$ cat src/core/shed_cfg_pkg.sv
package shed_cfg_pkg;
   // register map (byte offsets on the serial bus)
   localparam logic [7:0] OFS_LOCK     = 8'h00;
   localparam logic [7:0] OFS_HYS3     = 8'h07;
   localparam logic [7:0] OFS_HYS4     = 8'h08;
   localparam logic [7:0] OFS_STEP4    = 8'h09;
   localparam logic [7:0] OFS_STEP3    = 8'h0a;
   localparam logic [7:0] OFS_STEP2    = 8'h0b;
   localparam logic [7:0] OFS_STEP1    = 8'h0c;
   localparam logic [7:0] OFS_STEP0    = 8'h0d;
   localparam logic [7:0] OFS_DC_OFS   = 8'h0e;
   localparam logic [7:0] OFS_FREQ     = 8'h0f;
   localparam logic [7:0] OFS_OVERRIDE = 8'h2d;
   // field positions
   localparam int OVR_BIT    = 2;
   localparam int DC_EN_BIT  = 5;
   localparam int DC_POL_BIT = 4;
   // reset values
   localparam logic [7:0] RST_LOCK  = 8'h00;
   localparam logic [2:0] RST_HYS   = 3'h4;
   localparam logic [2:0] RST_STEP4 = 3'h7;
   localparam logic [2:0] RST_STEP3 = 3'h5;
   localparam logic [2:0] RST_STEP2 = 3'h3;
   localparam logic [2:0] RST_STEP1 = 3'h1;
   localparam logic [2:0] RST_STEP0 = 3'h0;
   localparam logic [5:0] RST_DC    = 6'h00;
   localparam logic [4:0] RST_FREQ  = 5'h00;
   // lock key: this byte in the lock register freezes every register except the lock register itself
   localparam logic [7:0] LOCK_KEY = 8'ha6;
   // one margin code step, in microvolts
   localparam int MARGIN_STEP_UV = 12500;
   // switching frequency table, in kHz
   localparam logic [10:0] FREQ_BASE_KHZ = 11'h0fa;
   localparam logic [10:0] FREQ_STEP_KHZ = 11'h032;
   localparam logic [10:0] FREQ_MAX_KHZ  = 11'h4b0;
endpackage

$ cat src/core/phase_shedding_config_regs.sv
`timescale 1ns/10ps
module phase_shedding_config_regs
   import shed_cfg_pkg::*;
#(
   parameter logic [6:0] DEV_ADDR = 7'h20
) (
   // clock and reset
   input  wire logic        ref_clk_i,
   input  wire logic        rst_i,
   // serial bus pins
   input  wire logic        scl_i,
   input  wire logic        sda_i,
   output logic             sda_o,
   output logic             sda_oe_o,
   // device status pins
   input  wire logic        power_state_input_i,
   input  wire logic        power_good_flag_i,
   // shedding levels from the threshold bank
   input  wire logic [7:0]  shed_level_three_i,
   input  wire logic [7:0]  shed_level_four_i,
   // margins and thresholds, 12.5 mV units
   output logic [2:0]       level_three_margin_o,
   output logic [2:0]       level_four_margin_o,
   output logic [8:0]       level_three_upper_o,
   output logic [7:0]       level_three_lower_o,
   output logic [8:0]       level_four_upper_o,
   output logic [7:0]       level_four_lower_o,
   // phase codes and active phase counts
   output logic [2:0]       current_step_four_o,
   output logic [2:0]       current_step_three_o,
   output logic [2:0]       current_step_two_o,
   output logic [2:0]       current_step_one_o,
   output logic [2:0]       current_step_zero_o,
   output logic [3:0]       step_four_phases_o,
   output logic [3:0]       step_zero_phases_o,
   // output dc offset and frequency
   output logic             dc_offset_en_o,
   output logic             dc_offset_source_o,
   output logic [3:0]       dc_offset_ua_o,
   output logic [4:0]       freq_code_o,
   output logic [10:0]      freq_khz_o
);
   typedef enum logic [3:0] {
      ST_IDLE, ST_ADDR, ST_ADDR_DONE, ST_ACK_A, ST_REG, ST_REG_DONE,
      ST_ACK_W, ST_WR, ST_WR_DONE, ST_RD, ST_RD_ACK, ST_RD_NEXT
   } bus_state_t;

   function automatic logic [3:0] phases(input logic [2:0] code);
      phases = {1'b0, code} + 4'h1;
   endfunction
   function automatic logic [10:0] freq_khz(input logic [4:0] code);
      logic [10:0] f;
      f = FREQ_BASE_KHZ + 11'(FREQ_STEP_KHZ * 11'(code));
      freq_khz = (f > FREQ_MAX_KHZ) ? FREQ_MAX_KHZ : f;
   endfunction
   function automatic logic [7:0] lower_thr(input logic [7:0] lvl, input logic [2:0] m);
      lower_thr = (lvl > {5'h00, m}) ? 8'(lvl - {5'h00, m}) : 8'h00;
   endfunction

   logic scl_s, sda_s, psi_s, power_good_flag_s;
   pin_sync #(.RST_VAL(1'b1)) u_scl (.ref_clk_i(ref_clk_i), .rst_i(rst_i),
      .pin_i(scl_i), .level_o(scl_s));
   pin_sync #(.RST_VAL(1'b1)) u_sda (.ref_clk_i(ref_clk_i), .rst_i(rst_i),
      .pin_i(sda_i), .level_o(sda_s));
   pin_sync #(.RST_VAL(1'b0)) u_psi (.ref_clk_i(ref_clk_i), .rst_i(rst_i),
      .pin_i(power_state_input_i), .level_o(psi_s));
   pin_sync #(.RST_VAL(1'b0)) u_pg (.ref_clk_i(ref_clk_i), .rst_i(rst_i),
      .pin_i(power_good_flag_i), .level_o(power_good_flag_s));

   // ---------------- serial bus slave ----------------
   bus_state_t st_q, st_d;
   logic [2:0] bits_q, bits_d;
   logic [7:0] shift_q, shift_d, ptr_q, ptr_d, rd_byte;
   logic       scl_p_q, sda_p_q, oe_d, wr_en;
   logic       scl_rise, scl_fall, start_c, stop_c;
   assign scl_rise = scl_s & ~scl_p_q;
   assign scl_fall = ~scl_s & scl_p_q;
   assign start_c  = scl_s & scl_p_q & sda_p_q & ~sda_s;
   assign stop_c   = scl_s & scl_p_q & ~sda_p_q & sda_s;
   always_comb begin
      st_d    = st_q;
      bits_d  = bits_q;
      shift_d = shift_q;
      ptr_d   = ptr_q;
      oe_d    = sda_oe_o;
      wr_en   = 1'b0;
      if (start_c) begin
         st_d   = ST_ADDR;
         bits_d = 3'h0;
         oe_d   = 1'b0;
      end else if (stop_c) begin
         st_d = ST_IDLE;
         oe_d = 1'b0;
      end else begin
         case (st_q)
            ST_ADDR, ST_REG, ST_WR: begin
               if (scl_rise) begin
                  shift_d = {shift_q[6:0], sda_s};
                  bits_d  = bits_q + 3'h1;
                  if (bits_q == 3'h7) begin
                     st_d = (st_q == ST_ADDR) ? ST_ADDR_DONE :
                            (st_q == ST_REG) ? ST_REG_DONE : ST_WR_DONE;
                  end
               end
            end
            ST_ADDR_DONE: begin
               if (scl_fall) begin
                  // a silent ninth bit is the not-acknowledge
                  oe_d = (shift_q[7:1] == DEV_ADDR) && power_good_flag_s;
                  st_d = oe_d ? ST_ACK_A : ST_IDLE;
               end
            end
            ST_ACK_A: begin
               if (scl_fall) begin
                  bits_d  = 3'h0;
                  shift_d = shift_q[0] ? rd_byte : shift_q;
                  oe_d    = shift_q[0] && !rd_byte[7];
                  st_d    = shift_q[0] ? ST_RD : ST_REG;
               end
            end
            ST_REG_DONE: begin
               if (scl_fall) begin
                  ptr_d = shift_q;
                  oe_d  = 1'b1;
                  st_d  = ST_ACK_W;
               end
            end
            ST_WR_DONE: begin
               if (scl_fall) begin
                  wr_en = 1'b1;
                  ptr_d = ptr_q + 8'h01;
                  oe_d  = 1'b1;
                  st_d  = ST_ACK_W;
               end
            end
            ST_ACK_W: begin
               if (scl_fall) begin
                  oe_d   = 1'b0;
                  bits_d = 3'h0;
                  st_d   = ST_WR;
               end
            end
            ST_RD: begin
               if (scl_fall) begin
                  bits_d  = bits_q + 3'h1;
                  shift_d = {shift_q[6:0], 1'b0};
                  oe_d    = (bits_q != 3'h7) && !shift_q[6];
                  st_d    = (bits_q == 3'h7) ? ST_RD_ACK : ST_RD;
               end
            end
            ST_RD_ACK: begin
               if (scl_rise) begin
                  st_d  = sda_s ? ST_IDLE : ST_RD_NEXT;
                  ptr_d = sda_s ? ptr_q : ptr_q + 8'h01;
               end
            end
            ST_RD_NEXT: begin
               if (scl_fall) begin
                  shift_d = rd_byte;
                  oe_d    = ~rd_byte[7];
                  bits_d  = 3'h0;
                  st_d    = ST_RD;
               end
            end
            default: st_d = ST_IDLE;
         endcase
      end
   end

   always_ff @(posedge ref_clk_i or posedge rst_i) begin
      if (rst_i) begin
         st_q     <= ST_IDLE;
         bits_q   <= 3'h0;
         shift_q  <= 8'h00;
         ptr_q    <= 8'h00;
         sda_oe_o <= 1'b0;
         sda_o    <= 1'b0;
         scl_p_q  <= 1'b1;
         sda_p_q  <= 1'b1;
      end else begin
         st_q     <= st_d;
         bits_q   <= bits_d;
         shift_q  <= shift_d;
         ptr_q    <= ptr_d;
         sda_oe_o <= oe_d;
         sda_o    <= 1'b0;
         scl_p_q  <= scl_s;
         sda_p_q  <= sda_s;
      end
   end

   // ---------------- register bank ----------------
   logic [7:0] lock_q, lock_d;
   logic       ovr_q, ovr_d;
   logic [2:0] hys3_d, hys4_d, s4_d, s3_d, s2_d, s1_d, s0_d;
   logic [5:0] dc_q, dc_d;
   logic [4:0] freq_d;
   logic       lock_on, shed_ok;

   assign lock_on = (lock_q == LOCK_KEY);
   assign shed_ok = ~lock_on & (psi_s | ovr_q);
   assign dc_offset_en_o     = dc_q[DC_EN_BIT];
   assign dc_offset_source_o = dc_q[DC_POL_BIT];
   assign dc_offset_ua_o     = dc_q[3:0];
   always_comb begin
      case (ptr_q)
         OFS_LOCK:     rd_byte = lock_q;
         OFS_HYS3:     rd_byte = {5'h00, level_three_margin_o};
         OFS_HYS4:     rd_byte = {5'h00, level_four_margin_o};
         OFS_STEP4:    rd_byte = {5'h00, current_step_four_o};
         OFS_STEP3:    rd_byte = {5'h00, current_step_three_o};
         OFS_STEP2:    rd_byte = {5'h00, current_step_two_o};
         OFS_STEP1:    rd_byte = {5'h00, current_step_one_o};
         OFS_STEP0:    rd_byte = {5'h00, current_step_zero_o};
         OFS_DC_OFS:   rd_byte = {2'h0, dc_q};
         OFS_FREQ:     rd_byte = {3'h0, freq_code_o};
         OFS_OVERRIDE: rd_byte = 8'(ovr_q) << OVR_BIT;
         default:      rd_byte = 8'h00;
      endcase
   end

   // refused writes simply fall through with the old value held
   always_comb begin
      lock_d = lock_q;
      ovr_d  = ovr_q;
      hys3_d = level_three_margin_o;
      hys4_d = level_four_margin_o;
      s4_d   = current_step_four_o;
      s3_d   = current_step_three_o;
      s2_d   = current_step_two_o;
      s1_d   = current_step_one_o;
      s0_d   = current_step_zero_o;
      dc_d   = dc_q;
      freq_d = freq_code_o;
      if (wr_en) begin
         case (ptr_q)
            OFS_LOCK:     lock_d = shift_q;
            OFS_HYS3:     if (shed_ok) hys3_d = shift_q[2:0];
            OFS_HYS4:     if (shed_ok) hys4_d = shift_q[2:0];
            OFS_STEP4:    if (shed_ok) s4_d = shift_q[2:0];
            OFS_STEP3:    if (shed_ok) s3_d = shift_q[2:0];
            OFS_STEP2:    if (shed_ok) s2_d = shift_q[2:0];
            OFS_STEP1:    if (shed_ok) s1_d = shift_q[2:0];
            OFS_STEP0:    if (!lock_on) s0_d = shift_q[2:0];
            OFS_DC_OFS:   if (!lock_on) dc_d = shift_q[5:0];
            OFS_FREQ:     if (!lock_on) freq_d = shift_q[4:0];
            OFS_OVERRIDE: if (!lock_on) ovr_d = shift_q[OVR_BIT];
            default:      lock_d = lock_q;
         endcase
      end
   end

   always_ff @(posedge ref_clk_i or posedge rst_i) begin
      if (rst_i) begin
         lock_q               <= RST_LOCK;
         ovr_q                <= 1'b0;
         level_three_margin_o <= RST_HYS;
         level_four_margin_o  <= RST_HYS;
         current_step_four_o  <= RST_STEP4;
         current_step_three_o <= RST_STEP3;
         current_step_two_o   <= RST_STEP2;
         current_step_one_o   <= RST_STEP1;
         current_step_zero_o  <= RST_STEP0;
         dc_q                 <= RST_DC;
         freq_code_o          <= RST_FREQ;
         step_four_phases_o   <= phases(RST_STEP4);
         step_zero_phases_o   <= phases(RST_STEP0);
         freq_khz_o           <= freq_khz(RST_FREQ);
         level_three_upper_o  <= 9'h000;
         level_three_lower_o  <= 8'h00;
         level_four_upper_o   <= 9'h000;
         level_four_lower_o   <= 8'h00;
      end else begin
         lock_q               <= lock_d;
         ovr_q                <= ovr_d;
         level_three_margin_o <= hys3_d;
         level_four_margin_o  <= hys4_d;
         current_step_four_o  <= s4_d;
         current_step_three_o <= s3_d;
         current_step_two_o   <= s2_d;
         current_step_one_o   <= s1_d;
         current_step_zero_o  <= s0_d;
         dc_q                 <= dc_d;
         freq_code_o          <= freq_d;
         step_four_phases_o   <= phases(s4_d);
         step_zero_phases_o   <= phases(s0_d);
         freq_khz_o           <= freq_khz(freq_d);
         level_three_upper_o  <= {1'b0, shed_level_three_i} + {6'h00, hys3_d};
         level_three_lower_o  <= lower_thr(shed_level_three_i, hys3_d);
         level_four_upper_o   <= {1'b0, shed_level_four_i} + {6'h00, hys4_d};
         level_four_lower_o   <= lower_thr(shed_level_four_i, hys4_d);
      end
   end
endmodule // phase_shedding_config_regs

$ cat src/core/pin_sync.sv
`timescale 1ns/10ps
module pin_sync #(
   parameter logic RST_VAL = 1'b0
) (
   // clock and reset
   input  wire logic ref_clk_i,
   input  wire logic rst_i,
   // pin in, clean level out
   input  wire logic pin_i,
   output logic      level_o
);
   logic [2:0] ff_q;
   logic [2:0] ff_d;
   logic       level_d;

   // level moves only once stages two and three agree
   always_comb begin
      ff_d    = {ff_q[1:0], pin_i};
      level_d = (ff_q[2] == ff_q[1]) ? ff_q[2] : level_o;
   end

   always_ff @(posedge ref_clk_i or posedge rst_i) begin
      if (rst_i) begin
         ff_q    <= {3{RST_VAL}};
         level_o <= RST_VAL;
      end else begin
         ff_q    <= ff_d;
         level_o <= level_d;
      end
   end
endmodule // pin_sync

$ cat config.mk
export PLATFORM = sky130hd
export DESIGN_NAME = phase_shedding_config_regs
export DESIGN_NICKNAME = d
export VERILOG_FILES = /design/src/core/shed_cfg_pkg.sv /design/src/core/phase_shedding_config_regs.sv /design/src/core/pin_sync.sv
export SDC_FILE = /design/constraint.sdc
export NUM_CORES = 1
export LEC_CHECK = 0
export ABC_AREA = 1
export BUFFER_PORTS_ARGS = -buffer_cell sky130_fd_sc_hd__buf_4
export CORE_MARGIN = 8
export CORE_UTILIZATION = 59
export CTS_BUF_LIST = sky130_fd_sc_hd__clkbuf_8
export CTS_CLUSTER_SIZE = 12
export DETAILED_ROUTE_END_ITERATION = 10
export PLACE_DENSITY = 0.89
export SYNTH_ARGS = -nofsm -noshare
export SYNTH_HDL_FRONTEND = slang
export SYNTH_HIERARCHICAL = 1
export SYNTH_SLANG_ARGS = --single-unit
$ cat constraint.sdc
create_clock -name ref_clk_i -period 5.07 [get_ports ref_clk_i]
set_input_delay 0 -clock ref_clk_i [delete_from_list [all_inputs] [get_ports ref_clk_i]]
set_output_delay 0 -clock ref_clk_i [all_outputs]
set_load 0.05 [all_outputs]
* Word-level counts from Yosys, hierarchy flattened *
Cells that the tools add are included.
Widths: inputs -> output; s select.

operators by class
  $lt $le $gt $ge = 3
  reductions and logical operators = 25
  $mul = 1
  div/mod/pow operators = 0
  shift operators = 0
  bitwise logic cells = 17
  equality and inequality tests = 51
  muxes and demuxes = 67
  add/subtract/negate cells = 9

operators by type and width
  operator               number
  $mux 8                 11
  $pmux 8 s11            1
  $eq 8x4->1 const B     8
  $mux 4                 15
  $mux 3                 17
  $ne 4x4->1 const B     8
  $pmux 4 s8             1
  $pmux 8 s4             1
  $pmux 8 s3             1
  $reduce_and 7->1       3
  $ne 2x2->1 const B     10
  $add 8x3->9            2
  $eq 4x3->1 const B     4
  $eq 4x4->1 const B     4
  $gt 8x3->1             2
  $sub 8x3->8            2
  $mux 5                 3
  $reduce_and 3->1       5
  $mux 1                 12
  $add 8x11->11 const A  1
  $gt 11x11->1 const B   1
  $mux 11                1
  $mul 5x5->10 const A   1
  $ne 3x3->1 const B     3
  31 further kinds       56

word-level totals
  memories kept = 0
  memory bits (writable) = 0
  logic and storage cells = 207
  output and inout bits = 87
  bits in read-only memories = 0
  register bits = 136
  bits of input ports = 22
  bits in latches = 0

* Depth between registers and ports, before layout *
  word-level depth = 11
  depth in mapped cells = 23
  gate-level depth less buffers = 23

* Cells and area by module *
Netlist, hierarchy kept.

modules (own cells, without submodules)
  module                      cells an instance  times used  area an instance (sq um)
  phase_shedding_config_regs  750                1           6507.5
  pin_sync (u_scl ...)        9                  2           125.1
  pin_sync (u_pg ...)         9                  2           120.1

* Least setup slack after synthesis *
Ideal clock, no wire load.

  kind = flip-flop to flip-flop
  start = register ptr_q[0]
  end = register freq_khz_o[2]
  library setup time = 0.124 ns
  data arrival time = 3.501 ns
  path slack = 1.444 ns
  data required time = 4.946 ns
  cell stages (with the launch flop) = 19
  cell sequence = dfrtp_1 ha_1 nand3_4 nor2_8 nand3_4 o21ai_0 ha_1 ha_1 ha_1 inv_1 fa_1 inv_1 nor3_1 nand3_4 nand2_2 nor2_4 xor2_2 inv_2 a21oi_1

on the way
  word-level cells in the longest chain between the ends = 7

ends and longest elaborated chain
  element                 line                               RTL
  start, declared         phase_shedding_config_regs.sv:73   logic [7:0] shift_q, shift_d, ptr_q, ptr_d, rd_byte;
  start signal, assigned  phase_shedding_config_regs.sv:184  ptr_q <= ptr_d;
  $eq 8x4->1              phase_shedding_config_regs.sv:236  case (ptr_q)
  $mux 5                  phase_shedding_config_regs.sv:236
  $mux 5                  phase_shedding_config_regs.sv:235  if (wr_en) begin
  via freq_d[4]           phase_shedding_config_regs.sv:197  logic [4:0] freq_d;
  $mul 5x5->10            phase_shedding_config_regs.sv:53   f = FREQ_BASE_KHZ + 11'(FREQ_STEP_KHZ * 11'(code));
  $add 8x11->11           phase_shedding_config_regs.sv:53
  $gt 11x11->1            phase_shedding_config_regs.sv:54   freq_khz = (f > FREQ_MAX_KHZ) ? FREQ_MAX_KHZ : f;
  $mux 11                 phase_shedding_config_regs.sv:54
  end signal, assigned    phase_shedding_config_regs.sv:268  freq_khz_o <= freq_khz(RST_FREQ);
  end signal, assigned    phase_shedding_config_regs.sv:287  freq_khz_o <= freq_khz(freq_d);
  end, declared           phase_shedding_config_regs.sv:41   output logic [10:0] freq_khz_o

The timed path passes the listed nets, and every way through them passes these cells.
A chain may end at the register's enable or synchronous reset.

* Worst setup path after layout *
  start = register ptr_q[3]
  end = register freq_khz_o[3]

The elaborated chain is that of the path after synthesis.

==> results.md <==
- Overflow after GRT: 0
- Post-synth top area cell: dfrtp_1
- Mapped Avg Cell Area: 8.90 sq um
- Top cells by area, synth: dfrtp_1, dfstp_2, nand2_1, ha_1, inv_1
- Ys flop type: dfrtp_1
- Fmax achieved: 246 MHz
- Most common cell after layout, fill and taps aside: nand2_1
- Tmin final: 4060 ps
- Worst skew pair latency: 460 ps
- Setup TNS: 0 ps
- Ports: 109
- Clock Skews: 11.8 ps
- TritonCTS clock tree: built
- Worst min-delay path class: input port to flip-flop
- Avg WL per Cell: 17.7 um
- Overall Power: 2.52 mW
- PD cells: 292 mW/mm^2
- Starting density of the core: 60.8%
- VDD IR-drop max: 0.000273 V
- Core ar.: 0.0115 sq mm
- H-tree levels: 4
- Final Instance Area: 0.00863 sq mm
- # DRC: 0
- Longest Clk Path Bufs: 2
- Critical path class: flip-flop to flip-flop
- Drt total wl: 19200 um
- Final Max Tran Viols: 0
- RePlAce Congestion: 0.973
- Synthesized area: 0.00700 sq mm
- DRT Pass-1 Iters: 7
- Core Rows: 39
- Commonest cells after routing, fill and taps aside: nand2_1, inv_1, dfrtp_1, buf_4, nor2_1
- Post-route clock period utilization: 80.1%
- Worst slew margin: 43.3%
- Post-route insts no fill: 1087
- Top cell type's share of synthesized area: 38.3%
- Pin count of the biggest net entering global routing: 68
- Clk sinks: 135
- Worst-Margin Slew: 845 ps
- Layout cells sized above 1: 22.6%
- Vias: 6234
- Vias in the first global route: 6375
- ANT nets after route: 0
- RR Startpoint: ptr_q[3]
- Die height: 125 um
- Starting DRT DRC Count: 604
- Leak: 4.31 nW
- Global-route wire length before repair: 31600 um
- RSZ-0062 raised after global routing: false
- Critical path required time: 5460 ps
- Port bufs: 106
- EDFF count, synth: 0
- Post-synth cell types: 50
- Die width: 125 um
- CP startpoint: ptr_q[3]
- Status: completed
- Root Driver: clkbuf_8
- Cell count after synthesis: 786
- Ys Warns: 6
- Hold Violations, Final: 0
- Nets: 992
- Ant diodes: 0
- Placed wire-length estimate: 12900 um
- Critical Path End Type: flip-flop
- Sequential area share after synthesis: 48.8%
- Synth-to-Final Area Change: 23.3%
- Synth async-reset ratio: 100%
- Critical path fanouts, max: 10
- GRT Total Usage: 25.1%
- Worst min-delay path startpoint: shed_level_four_i[2]
- Max cap viols: 0
- Setup violators final: 0
- Placed Cells: 1027
- Clk slew on worst S/H paths: 80 ps
- Seq cells post-synth: 135
- Routed vias/inst: 5.74
- Initial antenna violation count: 0
- CP Data Arrival Time: 4450 ps
- Startpoint types: flip-flop
- Post-placement cell area: 0.00793 sq mm
- Die ar.: 0.0156 sq mm
- CTS Buf Count: 17
[final timing paths]
check                           slack [ps]  cells past startpoint               endpoint
worst min register to register         370                      0          u_scl/ff_q[1]
worst min-delay path                    60                      3  level_four_upper_o[2]
worst max-delay path                  1010                     17          freq_khz_o[3]
worst max register to register        1010                     17          freq_khz_o[3]
max in group asynchronous             3570                      4                dc_q[0]
min in group asynchronous              220                      3          u_scl/ff_q[0]
[kinds of logic after synthesis]
logic type / count (synthesis) / share of synthesized area [%]
simple gates: 307 / 20.4
compound gates: 148 / 12.6
flops: 135 / 48.8
buf+inv: 130 / 7.22
fa+ha+maj: 39 / 7.51
xor+xnor: 26 / 3.36
other cells: 1 / 0.0536
[repair_timing]
item | CTS | global route
hold endpoints to repair | 95 | 0
buffers inserted | 0 | 0
hold buffers | 28 | 0
gates resized for setup | 0 | 0
[critical path: stages, from the launching register on]
cell and delay, ps:
dfrtp_1 590, nand3_4 170, nor2_8 240, nand3_4 130, o21ai_0 400, ha_1 320
ha_1 280, ha_1 170, inv_1 60, fa_1 410, o21ai_0 240, xor2_1 330
inv_1 80, nand2_1 70, nand2_1 60, nor2_1 140, nand2_2 120, a21oi_1 150
[stage by stage]
stage	hold slack [ps]	utilization, %	setup slack (ps)
detailed placement	-63.6	68.9	1070
finish	63.5	74.9	1010
CTS	34.7	74.9	1010
global placement	-67.6	68.9	1220
global route	69.1	74.9	749
floorplan	-234	-	1440
[synthesized netlist by cell type, types with 2 or more instances]
cell	n
nand2_1	144
inv_1	109
dfrtp_1	107
nor2_1	66
o21ai_0	57
a21oi_1	35
ha_1	34
nand3_1	30
dfstp_2	28
xor2_1	22
nor3_1	20
nand2_2	10
o211ai_1	10
nor2_2	8
o21a_1	8
inv_2	7
clkbuf_1	6
nand4_1	6
o22ai_1	6
a22oi_1	5
a32oi_1	5
fa_1	5
a31oi_1	4
buf_4	4
nor4_1	4
o21ai_1	4
or2_2	4
a21oi_2	3
a221oi_1	3
clkinv_1	3
nand3_4	3
nor3b_1	3
xnor2_1	3
nand2_4	2
nor2_8	2
o21bai_1	2
[registers in the layout (all words and copies together) (netlist names), 4 cells and up]
name,cells
level_four_lower_o,8
freq_code_o,5
step_zero_phases_o,4
st_q,4
lock_q,8
level_four_upper_o,9
freq_khz_o,10
ptr_q,8
level_three_upper_o,9
shift_q,8
step_four_phases_o,4
dc_q,6
level_three_lower_o,8
[final cells by class]
class,count,area (sq um)
inverters,120,455
repair buffers,135,1080
clock buffers,17,234
well taps,143,179
clock inverters,15,179
fillers,748,2890
multi-input cells,522,3080
flip-flops and latches,135,3410
[report_power, final]
part	switching (mW)	internal, mW	total, mW
combinational	0.243	0.109	0.351
sequential	0.0860	1.15	1.24
clock	0.448	0.487	0.935
[metal layers]
| metal | GRT usage (%) | share of wire, % |
|---|---|---|
| met1 | 29.1 | 39 |
| met4 | 13.0 | 3.7 |
| met2 | 41.0 | 49 |
| met5 | 0 | 0 |
| met3 | 8.01 | 8.6 |
(Power assumes the default switching activity.)
